**config.mk**
```make
export PLATFORM = sky130hd
export DESIGN_NAME = csbd_unit
export DESIGN_NICKNAME = d
export VERILOG_FILES = /design/src/core/csbd_pkg.sv /design/src/core/csbd_cmp.sv /design/src/core/csbd_bcd.sv /design/src/core/csbd_unit.sv
export VERILOG_INCLUDE_DIRS = /design/src /design/src/core
export SDC_FILE = /design/constraint.sdc
export NUM_CORES = 1
export LEC_CHECK = 0
export BUFFER_PORTS_ARGS = -buffer_cell sky130_fd_sc_hd__buf_2
export CORE_ASPECT_RATIO = 1.25
export CORE_MARGIN = 5
export CORE_UTILIZATION = 25
export CTS_CLUSTER_DIAMETER = 120
export DETAILED_ROUTE_END_ITERATION = 10
export PLACE_DENSITY_LB_ADDON = 0.2
export SKIP_LAST_GASP = 1
export SYNTH_ARGS = -nofsm -noshare
export SYNTH_HDL_FRONTEND = slang
export SYNTH_SLANG_ARGS = --single-unit
```
**constraint.sdc**
```tcl
create_clock -name mclk -period 7.63 [get_ports mclk]
set_input_delay 0.763 -clock mclk [delete_from_list [all_inputs] [get_ports mclk]]
set_output_delay 0.763 -clock mclk [all_outputs]
set_load 0.02 [all_outputs]
```
**src/core/csbd_regs.svh**
```systemverilog
// Opcode fields, flag positions and reset values for the compare/skip unit
// Assumes 24-bit instruction words and 16-bit data words
`ifndef CSBD_REGS_SVH
`define CSBD_REGS_SVH
`define CSBD_OP_HI        23
`define CSBD_OP_LO        15
`define CSBD_OPC_SEQ      9'h1cf
`define CSBD_OPC_SNE      9'h1ce
`define CSBD_OPC_SGT      9'h1cc
`define CSBD_OPC_SLT      9'h1cd
`define CSBD_OPC_DEC_HI   23
`define CSBD_OPC_DEC_LO   15
`define CSBD_OPC_DEC      9'h1da
`define CSBD_OPC_DAW_HI   23
`define CSBD_OPC_DAW_LO   4
`define CSBD_OPC_DAW      20'hfd400
`define CSBD_WB_HI        14
`define CSBD_WB_LO        11
`define CSBD_BW_CMP       10
`define CSBD_BW_DEC       14
`define CSBD_DST_DEC      13
`define CSBD_FADDR_HI     12
`define CSBD_FADDR_LO     0
`define CSBD_WS_HI        3
`define CSBD_WS_LO        0
`define CSBD_F_C          0
`define CSBD_F_Z          1
`define CSBD_F_OV         2
`define CSBD_F_N          3
`define CSBD_F_DC         4
`define CSBD_FLAGS_RST    5'h00
`define CSBD_DEFAULT_WORK_REG_IDX     4'h0
`define CSBD_BCD_LIM      4'h9
`define CSBD_BCD_ADD      4'h6
`define CSBD_ONE          16'h0001
`endif

```
**src/core/csbd_pkg.sv**
```systemverilog
// Types shared by the compare/skip/adjust/decrement unit
// Assumes csbd_regs.svh is on the include path
package csbd_pkg;
   typedef enum logic [1:0] {
      CSBD_RUN   = 2'b00,
      CSBD_KILL1 = 2'b01,
      CSBD_KILL2 = 2'b10
   } csbd_state_t;

   typedef struct packed {
      logic        wr_en;
      logic [3:0]  idx;
      logic        byte_hi;
      logic        is_byte;
      logic [15:0] data;
   } csbd_wr_t;

   typedef struct packed {
      logic        wr_en;
      logic [12:0] addr;
      logic        is_byte;
      logic [15:0] data;
   } csbd_mem_t;
endpackage

```
**src/core/csbd_cmp.sv**
```systemverilog
// Signed compare of two operands at byte or word width
// Purely combinational; fed from the working register file
`timescale 1ns/1ps
module csbd_cmp
   import csbd_pkg::*;
#(
   parameter int W = 16
) (
   input  wire logic [W-1:0] a,
   input  wire logic [W-1:0] b,
   input  wire logic         is_byte,
   output logic              eq,
   output logic              gt,
   output logic              lt
);
   logic signed [W-1:0] sa;
   logic signed [W-1:0] sb;

   always_comb begin
      if (is_byte) begin
         sa = W'(signed'(a[7:0]));
         sb = W'(signed'(b[7:0]));
      end else begin
         sa = signed'(a);
         sb = signed'(b);
      end
      eq = (sa == sb);
      gt = (sa > sb);
      lt = (sa < sb);
   end
endmodule

```
**src/core/csbd_bcd.sv**
```systemverilog
// Packed BCD correction of the low byte of a word
// Purely combinational
`timescale 1ns/1ps
`include "csbd_regs.svh"
module csbd_bcd
   import csbd_pkg::*;
(
   input  wire logic [15:0] din,
   input  wire logic        half_ripple_bit,
   input  wire logic        top_ripple_bit,
   output logic      [15:0] dout,
   output logic             carry_out
);
   logic [4:0] lo;
   logic [4:0] hi;

   always_comb begin
      lo = {1'b0, din[3:0]};
      if (din[3:0] > `CSBD_BCD_LIM || half_ripple_bit) begin
         lo = lo + {1'b0, `CSBD_BCD_ADD};
      end
      hi = {1'b0, din[7:4]} + {4'h0, lo[4]};
      if (din[7:4] > `CSBD_BCD_LIM || top_ripple_bit) begin
         hi = hi + {1'b0, `CSBD_BCD_ADD};
      end
      dout = {din[15:8], hi[3:0], lo[3:0]};
      carry_out = hi[4];
   end
endmodule

```
**src/core/csbd_unit.sv**
```systemverilog
// Execution unit: compare-and-skip, BCD adjust, file decrement
// Assumes fetch gives one instruction word per cycle with exec_valid,
// register file reads are combinational, data memory read is combinational.
// Contract
// - Equal-skip opcode skips when both operands are equal.
// - Greater-skip compares signed and skips when first exceeds second.
// - Less-skip compares signed and skips when first is below second.
// - Unequal-skip skips whenever operands differ.
// - Taken skip discards prefetched instruction and runs an idle slot.
// - Compare-skip is one word; 1 cycle, 2 or 3 when skipping.
// - Compare-skip writes nothing and leaves all flags unchanged.
// - Width bit 0 means word, 1 means byte.
// - Four-bit fields pick both operands from W0 to W15 directly.
// - Low nibble above 9 or half ripple set gets plus 6.
// - High nibble above 9 or top ripple set gets plus 6.
// - BCD adjust changes only low byte; top ripple reports rollover.
// - BCD adjust is byte only, direct register, touches only top ripple.
// - File decrement subtracts one and updates all five flags.
// - Default work register is W0.
//
// Implementation choices: the strobed register port and the placing of the registers.
`timescale 1ns/1ps
`include "csbd_regs.svh"
module csbd_unit
   import csbd_pkg::*;
#(
   parameter int DW = 16,
   parameter int IW = 24
) (
   input  wire logic          mclk,
   input  wire logic          nrst,
   input  wire logic          exec_valid,
   input  wire logic [IW-1:0] exec_word,
   input  wire logic          next_is_two_word,
   output logic [3:0]         rf_ra_idx,
   input  wire logic [DW-1:0] rf_ra_data,
   output logic [3:0]         rf_rb_idx,
   input  wire logic [DW-1:0] rf_rb_data,
   input  wire logic [DW-1:0] rf_w0_data,
   output logic [12:0]        mem_raddr,
   input  wire logic [DW-1:0] mem_rdata,
   output csbd_wr_t           rf_wr,
   output csbd_mem_t          mem_wr,
   output logic [4:0]         flag_holder,
   output logic               flush_slot,
   output logic               skip_active,
   output logic               busy
);
   typedef struct packed {
      csbd_state_t st;
      logic [4:0]  flags;
      csbd_wr_t    rw;
      csbd_mem_t   mw;
      logic        flush;
   } csbd_core_t;

   csbd_core_t cur;
   csbd_core_t next_cur;

   logic        is_seq;
   logic        is_sne;
   logic        is_sgt;
   logic        is_slt;
   logic        is_dec;
   logic        is_daw;
   logic        bsel;
   logic        eq;
   logic        gt;
   logic        lt;
   logic        skip_hit;
   logic [15:0] bcd_out;
   logic        bcd_c;
   logic [15:0] dsrc;
   logic [16:0] dres;
   logic [4:0]  hres;
   logic [15:0] dmerge;
   logic        dneg;
   logic        dzero;
   logic        dov;
   logic        dcarry;
   logic        dhalf;
   logic        daddr_hi;

   always_comb begin
      is_seq = exec_word[`CSBD_OP_HI:`CSBD_OP_LO] == `CSBD_OPC_SEQ;
      is_sne = exec_word[`CSBD_OP_HI:`CSBD_OP_LO] == `CSBD_OPC_SNE;
      is_sgt = exec_word[`CSBD_OP_HI:`CSBD_OP_LO] == `CSBD_OPC_SGT;
      is_slt = exec_word[`CSBD_OP_HI:`CSBD_OP_LO] == `CSBD_OPC_SLT;
      is_dec = exec_word[`CSBD_OPC_DEC_HI:`CSBD_OPC_DEC_LO]
               == `CSBD_OPC_DEC;
      is_daw = exec_word[`CSBD_OPC_DAW_HI:`CSBD_OPC_DAW_LO]
               == `CSBD_OPC_DAW;
      bsel   = exec_word[`CSBD_BW_CMP];
   end

   // Operand selection, direct addressing only
   always_comb begin
      rf_ra_idx = exec_word[`CSBD_WB_HI:`CSBD_WB_LO];
      rf_rb_idx = exec_word[`CSBD_WS_HI:`CSBD_WS_LO];
      mem_raddr = exec_word[`CSBD_FADDR_HI:`CSBD_FADDR_LO];
   end

   csbd_cmp #(
      .W (DW)
   ) u_cmp (
      .a       (rf_ra_data),
      .b       (rf_rb_data),
      .is_byte (bsel),
      .eq      (eq),
      .gt      (gt),
      .lt      (lt)
   );

   csbd_bcd u_bcd (
      .din             (rf_rb_data),
      .half_ripple_bit (cur.flags[`CSBD_F_DC]),
      .top_ripple_bit  (cur.flags[`CSBD_F_C]),
      .dout            (bcd_out),
      .carry_out       (bcd_c)
   );

   always_comb begin
      skip_hit = (is_seq && eq)
              || (is_sne && !eq)
              || (is_sgt && gt)
              || (is_slt && lt);
   end

   // Decrement datapath; byte mode picks the addressed byte
   always_comb begin
      daddr_hi = mem_raddr[0];
      if (exec_word[`CSBD_BW_DEC]) begin
         dsrc = daddr_hi ? {8'h00, mem_rdata[15:8]}
                         : {8'h00, mem_rdata[7:0]};
      end else begin
         dsrc = mem_rdata;
      end
      dres  = {1'b0, dsrc} - {1'b0, `CSBD_ONE};
      hres  = {1'b0, dsrc[3:0]} - 5'h01;
      dhalf = !hres[4];
      if (exec_word[`CSBD_BW_DEC]) begin
         dneg   = dres[7];
         dzero  = dres[7:0] == 8'h00;
         dov    = dsrc[7] && !dres[7];
         dcarry = dsrc[7:0] != 8'h00;
         dmerge = daddr_hi ? {dres[7:0], mem_rdata[7:0]}
                           : {mem_rdata[15:8], dres[7:0]};
      end else begin
         dneg   = dres[15];
         dzero  = dres[15:0] == 16'h0000;
         dov    = dsrc[15] && !dres[15];
         dcarry = dsrc != 16'h0000;
         dmerge = dres[15:0];
      end
   end

   always_comb begin
      next_cur = cur;
      next_cur.rw.wr_en = 1'b0;
      next_cur.mw.wr_en = 1'b0;
      next_cur.flush = 1'b0;
      unique case (cur.st)
         CSBD_RUN: begin
            if (exec_valid && skip_hit) begin
               next_cur.flush = 1'b1;
               next_cur.st = CSBD_KILL1;
            end else if (exec_valid && is_daw) begin
               next_cur.rw.wr_en = 1'b1;
               next_cur.rw.idx = exec_word[`CSBD_WS_HI:`CSBD_WS_LO];
               next_cur.rw.byte_hi = 1'b0;
               next_cur.rw.is_byte = 1'b1;
               next_cur.rw.data = bcd_out;
               if (bcd_c) begin
                  next_cur.flags[`CSBD_F_C] = 1'b1;
               end
            end else if (exec_valid && is_dec) begin
               next_cur.flags[`CSBD_F_C]  = dcarry;
               next_cur.flags[`CSBD_F_Z]  = dzero;
               next_cur.flags[`CSBD_F_OV] = dov;
               next_cur.flags[`CSBD_F_N]  = dneg;
               next_cur.flags[`CSBD_F_DC] = dhalf;
               if (exec_word[`CSBD_DST_DEC]) begin
                  next_cur.mw.wr_en = 1'b1;
                  next_cur.mw.addr = mem_raddr;
                  next_cur.mw.is_byte = exec_word[`CSBD_BW_DEC];
                  next_cur.mw.data = dmerge;
               end else begin
                  next_cur.rw.wr_en = 1'b1;
                  next_cur.rw.idx = `CSBD_DEFAULT_WORK_REG_IDX;
                  next_cur.rw.byte_hi = 1'b0;
                  next_cur.rw.is_byte = exec_word[`CSBD_BW_DEC];
                  next_cur.rw.data = exec_word[`CSBD_BW_DEC]
                     ? {rf_w0_data[15:8], dres[7:0]} : dres[15:0];
               end
            end
         end
         CSBD_KILL1: begin
            if (next_is_two_word) begin
               next_cur.flush = 1'b1;
               next_cur.st = CSBD_KILL2;
            end else begin
               next_cur.st = CSBD_RUN;
            end
         end
         CSBD_KILL2: begin
            next_cur.st = CSBD_RUN;
         end
         default: begin
            next_cur.st = CSBD_RUN;
         end
      endcase
   end

   always_ff @(posedge mclk) begin
      if (!nrst) begin
         cur <= '0;
         cur.st <= CSBD_RUN;
         cur.flags <= `CSBD_FLAGS_RST;
      end else begin
         cur <= next_cur;
      end
   end

   always_comb begin
      rf_wr = cur.rw;
      mem_wr = cur.mw;
      flag_holder = cur.flags;
      flush_slot = cur.flush;
      skip_active = cur.st != CSBD_RUN;
      busy = cur.st != CSBD_RUN;
   end
endmodule

```
Yosys cells after proc, flatten, opt, wreduce, memory -nomap -nowiden
Cells that the tools add are included.
{"block": "totals", "inputBits": 92, "ff_bits": 62, "out_inout_bits": 83, "word_cells": 93}
{"block": "classes", "mux": 24, "n_reduce_logical": 31, "bitwise": 5, "add_sub_neg": 5, "magnitude_cmp": 4, "n_eq_ne": 11}
{"operator": "$mux W16", "n": 6}
{"operator": "$mux W55", "n": 1}
{"operator": "$eq A9 B9 Y1 const B", "n": 5}
{"operator": "$mux W31", "n": 1}
{"operator": "$mux W24", "n": 1}
{"operator": "$mux W23", "n": 1}
{"operator": "$eq A20 B20 Y1 const B", "n": 1}
{"operator": "$eq A16 B16 Y1", "n": 1}
{"operator": "$gt A16 B16 Y1", "n": 1}
{"operator": "$logic_not A16 Y1", "n": 1}
{"operator": "$lt A16 B16 Y1", "n": 1}
{"operator": "$reduce_bool A16 Y1", "n": 1}
{"operator": "$sub A16 B1 Y16 const B", "n": 1}
{"operator": "$reduce_and A4 Y1", "n": 3}
{"operator": "$mux W5", "n": 2}
{"operator": "$logic_and A1 B1 Y1", "n": 9}
{"operator": "$gt A4 B4 Y1 const B", "n": 2}
{"operator": "$logic_not A8 Y1", "n": 1}
{"operator": "$mux W8", "n": 1}
{"operator": "$reduce_bool A8 Y1", "n": 1}
{"operator": "$mux W1", "n": 7}
{"operator": "$add A4 B1 Y5", "n": 1}
{"operator": "$add A4 B3 Y5 const B", "n": 1}
{"operator": "$add A5 B3 Y5 const B", "n": 1}
{"operator": "15 further kinds", "n": 29}

Depth between registers and ports, before layout
Gate-level depths: netlist of the first run.
{"block": "depth", "ltp_word": 10, "depth_mapped": 12, "ltp_nobuf": 11}

Hierarchy
Synthesis of the first run repeated with hierarchy kept, for this count alone.
{"block": "hier_totals", "cells_unflattened": 655, "area_unflattened_um2": 5016.1}
{"module": "csbd_unit", "area_per_inst_um2": 4150.2, "n_inst": 1, "seq_area_each_um2": 1221.2, "cells_each": 528}
{"module": "csbd_cmp", "area_per_inst_um2": 546.8, "n_inst": 1, "seq_area_each_um2": 0.0, "cells_each": 85}
{"module": "csbd_bcd", "area_per_inst_um2": 319.1, "n_inst": 1, "seq_area_each_um2": 0.0, "cells_each": 42}

Worst setup path after synthesis of the first run
OpenSTA, ideal clock, no wires.
{"block": "synth_timing", "path_type": "input port to flip-flop", "start": "in exec_word[14]", "end": "reg cur (netlist bit flag_holder[1])", "arrival_ns": 3.352, "cell_stages": 12, "setup_ns": 0.136, "required_time_ns": 7.494, "setup_slack_ns": 4.142, "n_path_buf": 4, "path_cell_list": "clkbuf_1 > buf_2 > nand2_1 > clkbuf_1 > mux2i_1 > ha_1 > clkbuf_1 > a21boi_1 > nand2b_1 > o221a_1 > a41oi_1 > o22ai_1"}
{"block": "synth_via", "elab_chain_len": 4, "word_cells_on_any_way": 9, "classes_between": "add/sub: 1; eq/ne: 1; mux: 2; bitwise: 1; reduce/logical: 4"}
{"item": "start: declaration", "line": "csbd_unit.sv:33", "rtl": "input wire logic [IW-1:0] exec_word,"}
{"item": "$mux W16 / $eq A20 B20 Y1 (equally long branches)"}
{"item": "$sub A16 B1 Y16 / $logic_and A1 B1 Y1 (equally long branches)", "line": "csbd_unit.sv:138, csbd_unit.sv:167"}
{"item": "$logic_not A16 Y1, or another cell as far along", "line": "csbd_unit.sv:150", "rtl": "dzero = dres[15:0] == 16'h0000;"}
{"item": "$mux W1 / $reduce_and A4 Y1 (equally long branches)"}
{"item": "end signal: assignment", "line": "csbd_unit.sv:220", "rtl": "cur <= next_cur;"}
{"item": "end: declaration", "line": "csbd_unit.sv:57", "rtl": "csbd_core_t cur;"}
Several ways; a longest one is shown, not always the timed one.
A chain may end at the register's enable or synchronous reset.

Final worst setup path of the first run
Ends and elaborated chain as after synthesis.

==> out/results.txt, run 1 <==
CP Max Fanout: 44
HPWL Detailed: 13760 µm
Diodes inserted: 0
routed vias: 4647
clk slew on worst S/H paths: 0.06 ns
final hold vios: 0
global-route wire length before repair: 27520 µm
top-count cell post-synth: buf_4
fin area: 0.005570 mm²
Post-Route Utilization: 0.2893
Clk Latency, worst-skew pair: 0.33 ns
CTS Root Cell: clkbuf_16
FF-to-FF setup slack: 4.27 ns
core area: 0.01926 mm²
Yosys cell types: 70
Yosys top cell area share: 0.2517
Hold EP: rf_wr[21]$_SDFFE_PN0P_
Cell Area, Synth: 0.004851 mm²
minimum clock period: 4.278 ns
CTS buffer count: 9
Die X-Extent: 134.6 µm
initial DRC count: 216
die height: 165.7 µm
Worst VDD drop: 99.02 µV
Routed WL: 17350 µm
per-cell routed wire length: 18.30 µm
Final Power: 0.9192 mW
reg-to-reg critical path endpoint: mem_wr[13]$_SDFFE_PN0P_
largest net degree at the start of global routing: 45
worst slew pin tran: 0.8408 ns
post_cts resized: 0
vias per inst: 4.902
drt pass-1 iters: 4
Final period util: 0.5607
commonest cells in the netlist: buf_4, nand2_1, dfxtp_1
FF+latch count, synth: 61
gp weighted congestion: 0.8748
initial core utilization: 0.2519
setup TNS: 0 ns
# rows: 57
Pwr Density: 165.0 mW/mm²
hold_buf cts: 0
r2r worst-path depth: 6
Pins Over Slew Limit: 0
EDFF count, synth: 0
DP Area: 0.005255 mm²
vias in the first global route: 4792
global route total overflow: 0
DP Worst Slack: 3.122 ns
Post-CTS Setup Inserts: 0
H-tree depth: 3
Synth async-reset ratio: 0
outcome: finished, final reports clean
deepest clock path buffer count: 2
Max-Cap Viols: 0
r2r startpoint: cur[60]$_SDFFE_PN0N_
Die ar.: 0.02231 mm²
synthesized instance count: 644
drt drc: 0
Seq/Total Area, Yosys: 0.2517
max frequency: 233.8 MHz
Slew HR: 0.4395
syn nets: 761
GRT Total Usage: 0.1558
Ports: 175
Final setup viols: 0
clk_skew: 0.006104 ns
final worst slack: 3.352 ns
initial antenna violation count: 0
P&R area growth vs syn: 14.83%
Num Clock Sinks: 61
CTS tree: done
ys flop type: dfxtp_1
Hold Path Depth: 2
Worst setup SP type: primary input
crit end category: flip-flop
antenna-violating nets left: 0
worst endpoint required time: 7.82 ns
Warnings, synthesis: 0
IO buf count: 165
worst endpoint data arrival time: 4.47 ns
CP Class: in2reg
Synth area leader: dfxtp_1
nets: 824
syn avg cell area: 7.532 µm²
worst hold path type: reg2reg
synth top area cells: dfxtp_1, buf_4, ha_1
RSZ-0062 raised after global routing: false
hold path startpoint: rf_wr[21]$_SDFFE_PN0P_
share of cells above drive strength 1: 0.2697
leak pwr: 2.410 nW
[state kept, by name (all words and copies together), names as in the netlist]
signal       cells
cur              2
flag_holder      5
flush_slot       1
mem_wr          31
rf_wr           22
[placed cells by master, fill, tap and decap left out, drive strengths merged, types with 5 or more instances in the layout]
master / n
inv: 26
ha: 25
a21oi: 56
dfxtp: 61
a211oi: 18
xnor2: 19
o21ai: 31
nand4: 6
nor3: 11
nor2: 42
nor4: 12
clkbuf: 10
nand3: 16
or4: 6
clkinv: 5
nand2b: 6
a211o: 5
o21a: 5
buf: 169
mux2i: 10
nand2: 81
xor2: 7
[cells by family (layout without fill, tap and decap cells)]
| group | Yosys count | after routing | synth area share |
|---|---|---|---|
| other | 1 | 1 | 0.0007731 |
| adders and majority gates | 25 | 25 | 0.06448 |
| buffers and inverters | 145 | 213 | 0.1756 |
| DFF | 61 | 61 | 0.2517 |
| muxes | 10 | 10 | 0.02064 |
| and+or+nand+nor | 205 | 205 | 0.2066 |
| xor gates and xnor gates | 26 | 26 | 0.04694 |
| AOI/OAI and AO/OA | 171 | 171 | 0.2332 |
[through the flow]
| stage | std cells | hold slack [ns] |
|---|---|---|
| 2_1_floorplan | 644 | 0.4322 |
| 3_3_place_gp | 932 | 0.4392 |
| 3_5_place_dp | 932 | 0.4443 |
| 4_1_cts | 948 | 0.4524 |
| 5_1_grt | 948 | 0.4718 |
| 6_report | 948 | 0.4467 |
[worst max-delay path: stages]
cell,delay [ns]
buf_2,0.62
nand2_1,0.62
mux2i_1,0.46
ha_1,0.48
a21boi_1,0.65
nand2b_1,0.25
o221a_1,0.28
a41oi_1,0.22
o22ai_1,0.11
[report_power, final]
part	switching (mW)	internal (mW)	leakage, nW
Combinational	0.100	0.0607	1.77
Sequential	0.0000950	0.319	0.491
Clock	0.153	0.286	0.153
[how the worst max path moves through the flow]
stage,endpoint,depth (start not counted),slack (ns),from
floorplan,flag_holder[1]$_SDFFE_PN0P_,12,4.14,exec_word[14]
global placement,flag_holder[1]$_SDFFE_PN0P_,9,3.07,exec_word[14]
detailed placement,flag_holder[1]$_SDFFE_PN0P_,9,3.12,exec_word[14]
CTS,flag_holder[1]$_SDFFE_PN0P_,9,3.47,exec_word[14]
global route,flag_holder[1]$_SDFFE_PN0P_,9,3.10,exec_word[14]
finish,flag_holder[1]$_SDFFE_PN0P_,9,3.35,exec_word[14]
[area by class of cell]
type	count	area (µm²)
clock buffers	10	229.0
flip-flops and latches	61	1221
inverters	28	105.1
well taps	236	295.3
multi-input cells	438	2778
fillers	2198	13690
clock inverters	6	86.33
repair buffers	169	855.8
[per-layer routing]
metal / GRT usage / part of all wire / vias up
li1: - / - / 2346
met1: 0.1896 / 0.43 / 2131
met2: 0.2698 / 0.50 / 145
met3: 0.03515 / 0.047 / 25
met4: 0.05226 / 0.026 / 0
met5: 0 / 0 / -
(Power assumes the default switching activity.)
==> run 2: changes to the inputs <==
ABC_AREA = 1   (was unset)
clock period = 3.55 ns   (was 7.63 ns; I/O delays follow)
==> run 2 against run 1 <==
Effect of this change: critical path depth rose by 7; register-to-register slack worse by 3.2 ns; core utilization hardly changed; sequential power increased by 120%; critical endpoint is now rf_wr[13]$_SDFFE_PN0P_.
==> out/results.txt, run 2 <==
main combinational cell family by area after synthesis: simple AND/OR/NAND/NOR gates
Pins Over Slew Limit: 0 (unchanged)
Num Clock Sinks: 61 (unchanged)
Worst VDD drop: 180.9 µV (+83%)
Max-Cap Viols: 0 (unchanged)
die height: 171.0 µm (+3.1%)
drt drc: 0 (unchanged)
deepest clock path buffer count: 2 (unchanged)
worst hold path type: in2reg
initial DRC count: 272 (+26%)
Hold Path Depth: 3 (+1)
leak pwr: 3.248 nW (+35%)
CP Class: in2reg
Post-CTS Setup Inserts: 0 (unchanged)
clk slew on worst S/H paths: 0.06 ns (about the same)
Yosys top cell area share: 0.2357 (-0.01605)
Diodes inserted: 0 (unchanged)
EDFF count, synth: 0 (unchanged)
CP cell instances: buf_2, clkinv_1, nand2_1, nand2_1, ha_1, nand2_1, nor2_1, nand2_1, nor2_1, xor2_1, nand2_1, nand3_1, nand2_2, nand3_1, nor2_1, nor2_1
syn nets: 930 (+22%)
max reg flops: 31 (unchanged)
top-count cell post-synth: nand2_1
core area: 0.02060 mm² (+7.0%)
worst slew pin tran: 0.7826 ns (-0.05816 ns)
FF+latch count, synth: 61 (unchanged)
outcome: finished, final reports clean
CTS buffer count: 9 (unchanged)
Pwr Density: 313.1 mW/mm² (+90%)
gp weighted congestion: 0.9010 (+3.0%)
nets: 1010 (+23%)
most used cell, CP: nand2_1
setup TNS: 0 ns (unchanged)
crit end category: flip-flop
Die ar.: 0.02372 mm² (+6.3%)
initial antenna violation count: 0 (unchanged)
synth top area cells: dfxtp_1, nand2_1, buf_4
Slew HR: 0.4777 (+0.03821)
antenna-violating nets left: 0 (unchanged)
Die X-Extent: 138.8 µm (+3.1%)
vias per inst: 4.313 (-12%)
xor/xnor cell area share of the yosys netlist: 0.02342 (-0.02352)
Adder-Cell Fraction of Synth Area: 0.06037 (-0.004111)
CP Max Fanout: 19 (-57%)
Warnings, synthesis: 0 (unchanged)
vias in the first global route: 4950 (+3.3%)
Cell Area, Synth: 0.005181 mm² (+6.8%)
Synth area leader: dfxtp_1
Seq/Total Area, Yosys: 0.2357 (-0.01605)
H-tree depth: 3 (unchanged)
CTS Root Cell: clkbuf_16
initial core utilization: 0.2516 (-0.0003525)
critical path's largest stage delay: 0.45 ns (-0.20 ns)
GRT Total Usage: 0.1456 (-0.01022)
Compound-Gate Fraction of Synth Area: 0.1439 (-0.08924)
Worst setup SP type: primary input
commonest non-fill, non-tap cells in the layout: nand2_1, buf_2, inv_1, nor2_1, dfxtp_1
synthesized instance count: 813 (+26%)
RSZ-0062 raised after global routing: false
minimum clock period: 2.863 ns
Yosys cell types: 50 (-29%)
max frequency: 349.3 MHz
Ports: 175 (unchanged)
post_cts resized: 0 (unchanged)
HPWL Detailed: 14550 µm (+5.7%)
Final period util: 0.8065
# rows: 59 (+3.5%)
final hold vios: 0 (unchanged)
worst endpoint data arrival time: 3.09 ns (-1.38 ns)
Routed WL: 17700 µm (+2.0%)
Synth async-reset ratio: 0 (unchanged)
final worst slack: 0.6869 ns (-2.665 ns)
worst endpoint required time: 3.77 ns (-4.05 ns)
r2r worst-path depth: 9 (+3)
hold_buf cts: 0 (unchanged)
Final Power: 1.869 mW (+100%)
Final setup viols: 0 (unchanged)
Slowest-stage cell, CP: clkinv_1
drt pass-1 iters: 4 (unchanged)
DP Worst Slack: 0.3062 ns (-2.816 ns)
commonest cells in the netlist: nand2_1, inv_1, buf_4, nor2_1, dfxtp_1
clk_skew: 0.007464 ns (+0.001360 ns)
syn avg cell area: 6.373 µm² (-15%)
CTS tree: done
Clk Latency, worst-skew pair: 0.32 ns (about the same)
IO buf count: 165 (unchanged)
largest net degree at the start of global routing: 51 (+13%)
Simple-Gate Fraction of Synth Area: 0.3118 (+0.1052)
most common cell after layout, fill and taps aside: nand2_1
per-cell routed wire length: 15.12 µm (-17%)
global-route wire length before repair: 27140 µm (-1.4%)
share of cells above drive strength 1: 0.2520 (-0.01771)
routed vias: 5051 (+8.7%)
multiplexer share of the synthesized area: 0 (-0.02063)
global route total overflow: 0 (unchanged)
ys flop type: dfxtp_1
P&R area growth vs syn: 15.19%
-- run 2: worst paths after layout --
check                                       startpoint                      end  slack [ns]
worst max-delay path                     exec_word[10]   rf_wr[13]$_SDFFE_PN0P_        0.69
worst min-delay path                  next_is_two_word     cur[61]$_SDFFE_PN0N_        0.27
worst max register to register    cur[60]$_SDFFE_PN0N_  mem_wr[16]$_SDFFE_PN0P_        1.09
worst min register to register  mem_wr[1]$_SDFFE_PN0P_   mem_wr[1]$_SDFFE_PN0P_        0.44
-- run 2: per-stage QoR --
stage	hold WS [ns]	utilization	instance area, µm²	instances
after floorplan	0.4240	-	5181	813
after global placement	0.4353	0.2768	5700	1156
after detailed placement	0.4419	0.2768	5700	1156
after CTS	0.2545	0.2898	5968	1171
after global routing	0.3092	0.2898	5968	1171
final	0.2710	0.2898	5968	1171
-- run 2: cells by family (layout without fill, tap and decap cells) --
kind of cell / Yosys count / after routing
DFF: 61 / 61
other: 1 / 1
xor gates and xnor gates: 13 / 13
AOI/OAI and AO/OA: 127 / 127
adders and majority gates: 25 / 25
buffers and inverters: 220 / 304
and+or+nand+nor: 366 / 366
-- run 2: final cells by class --
class,count,area (µm²)
Fill cell,2359,14630
Multi-Input combinational cell,532,2799
Sequential cell,61,1221
Timing Repair Buffer,174,905.9
Inverter,115,431.7
Tap cell,274,342.8
Clock buffer,11,242.7
Clock inverter,4,25.02
-- run 2: critical path: cells and delay by family --
family,cells,cell delay (ns)
adder cells (fa/ha/maj),1,0.36
XOR/XNOR,1,0.09
buffers and inverters,2,0.55
AND/OR/NAND/NOR,12,1.72
-- run 2: metal layers --
| layer | track usage | part of all wire |
|---|---|---|
| met2 | 0.2498 | 0.47 |
| met1 | 0.1837 | 0.46 |
| met4 | 0.05021 | 0.023 |
| met5 | 0 | 0 |
| met3 | 0.02768 | 0.050 |
-- run 2: power breakdown --
part	switching (mW)	internal, mW	leakage, nW	total (mW)
clock network	0.315	0.485	0.127	0.800
logic	0.254	0.129	2.63	0.383
registers	0.000218	0.686	0.491	0.686
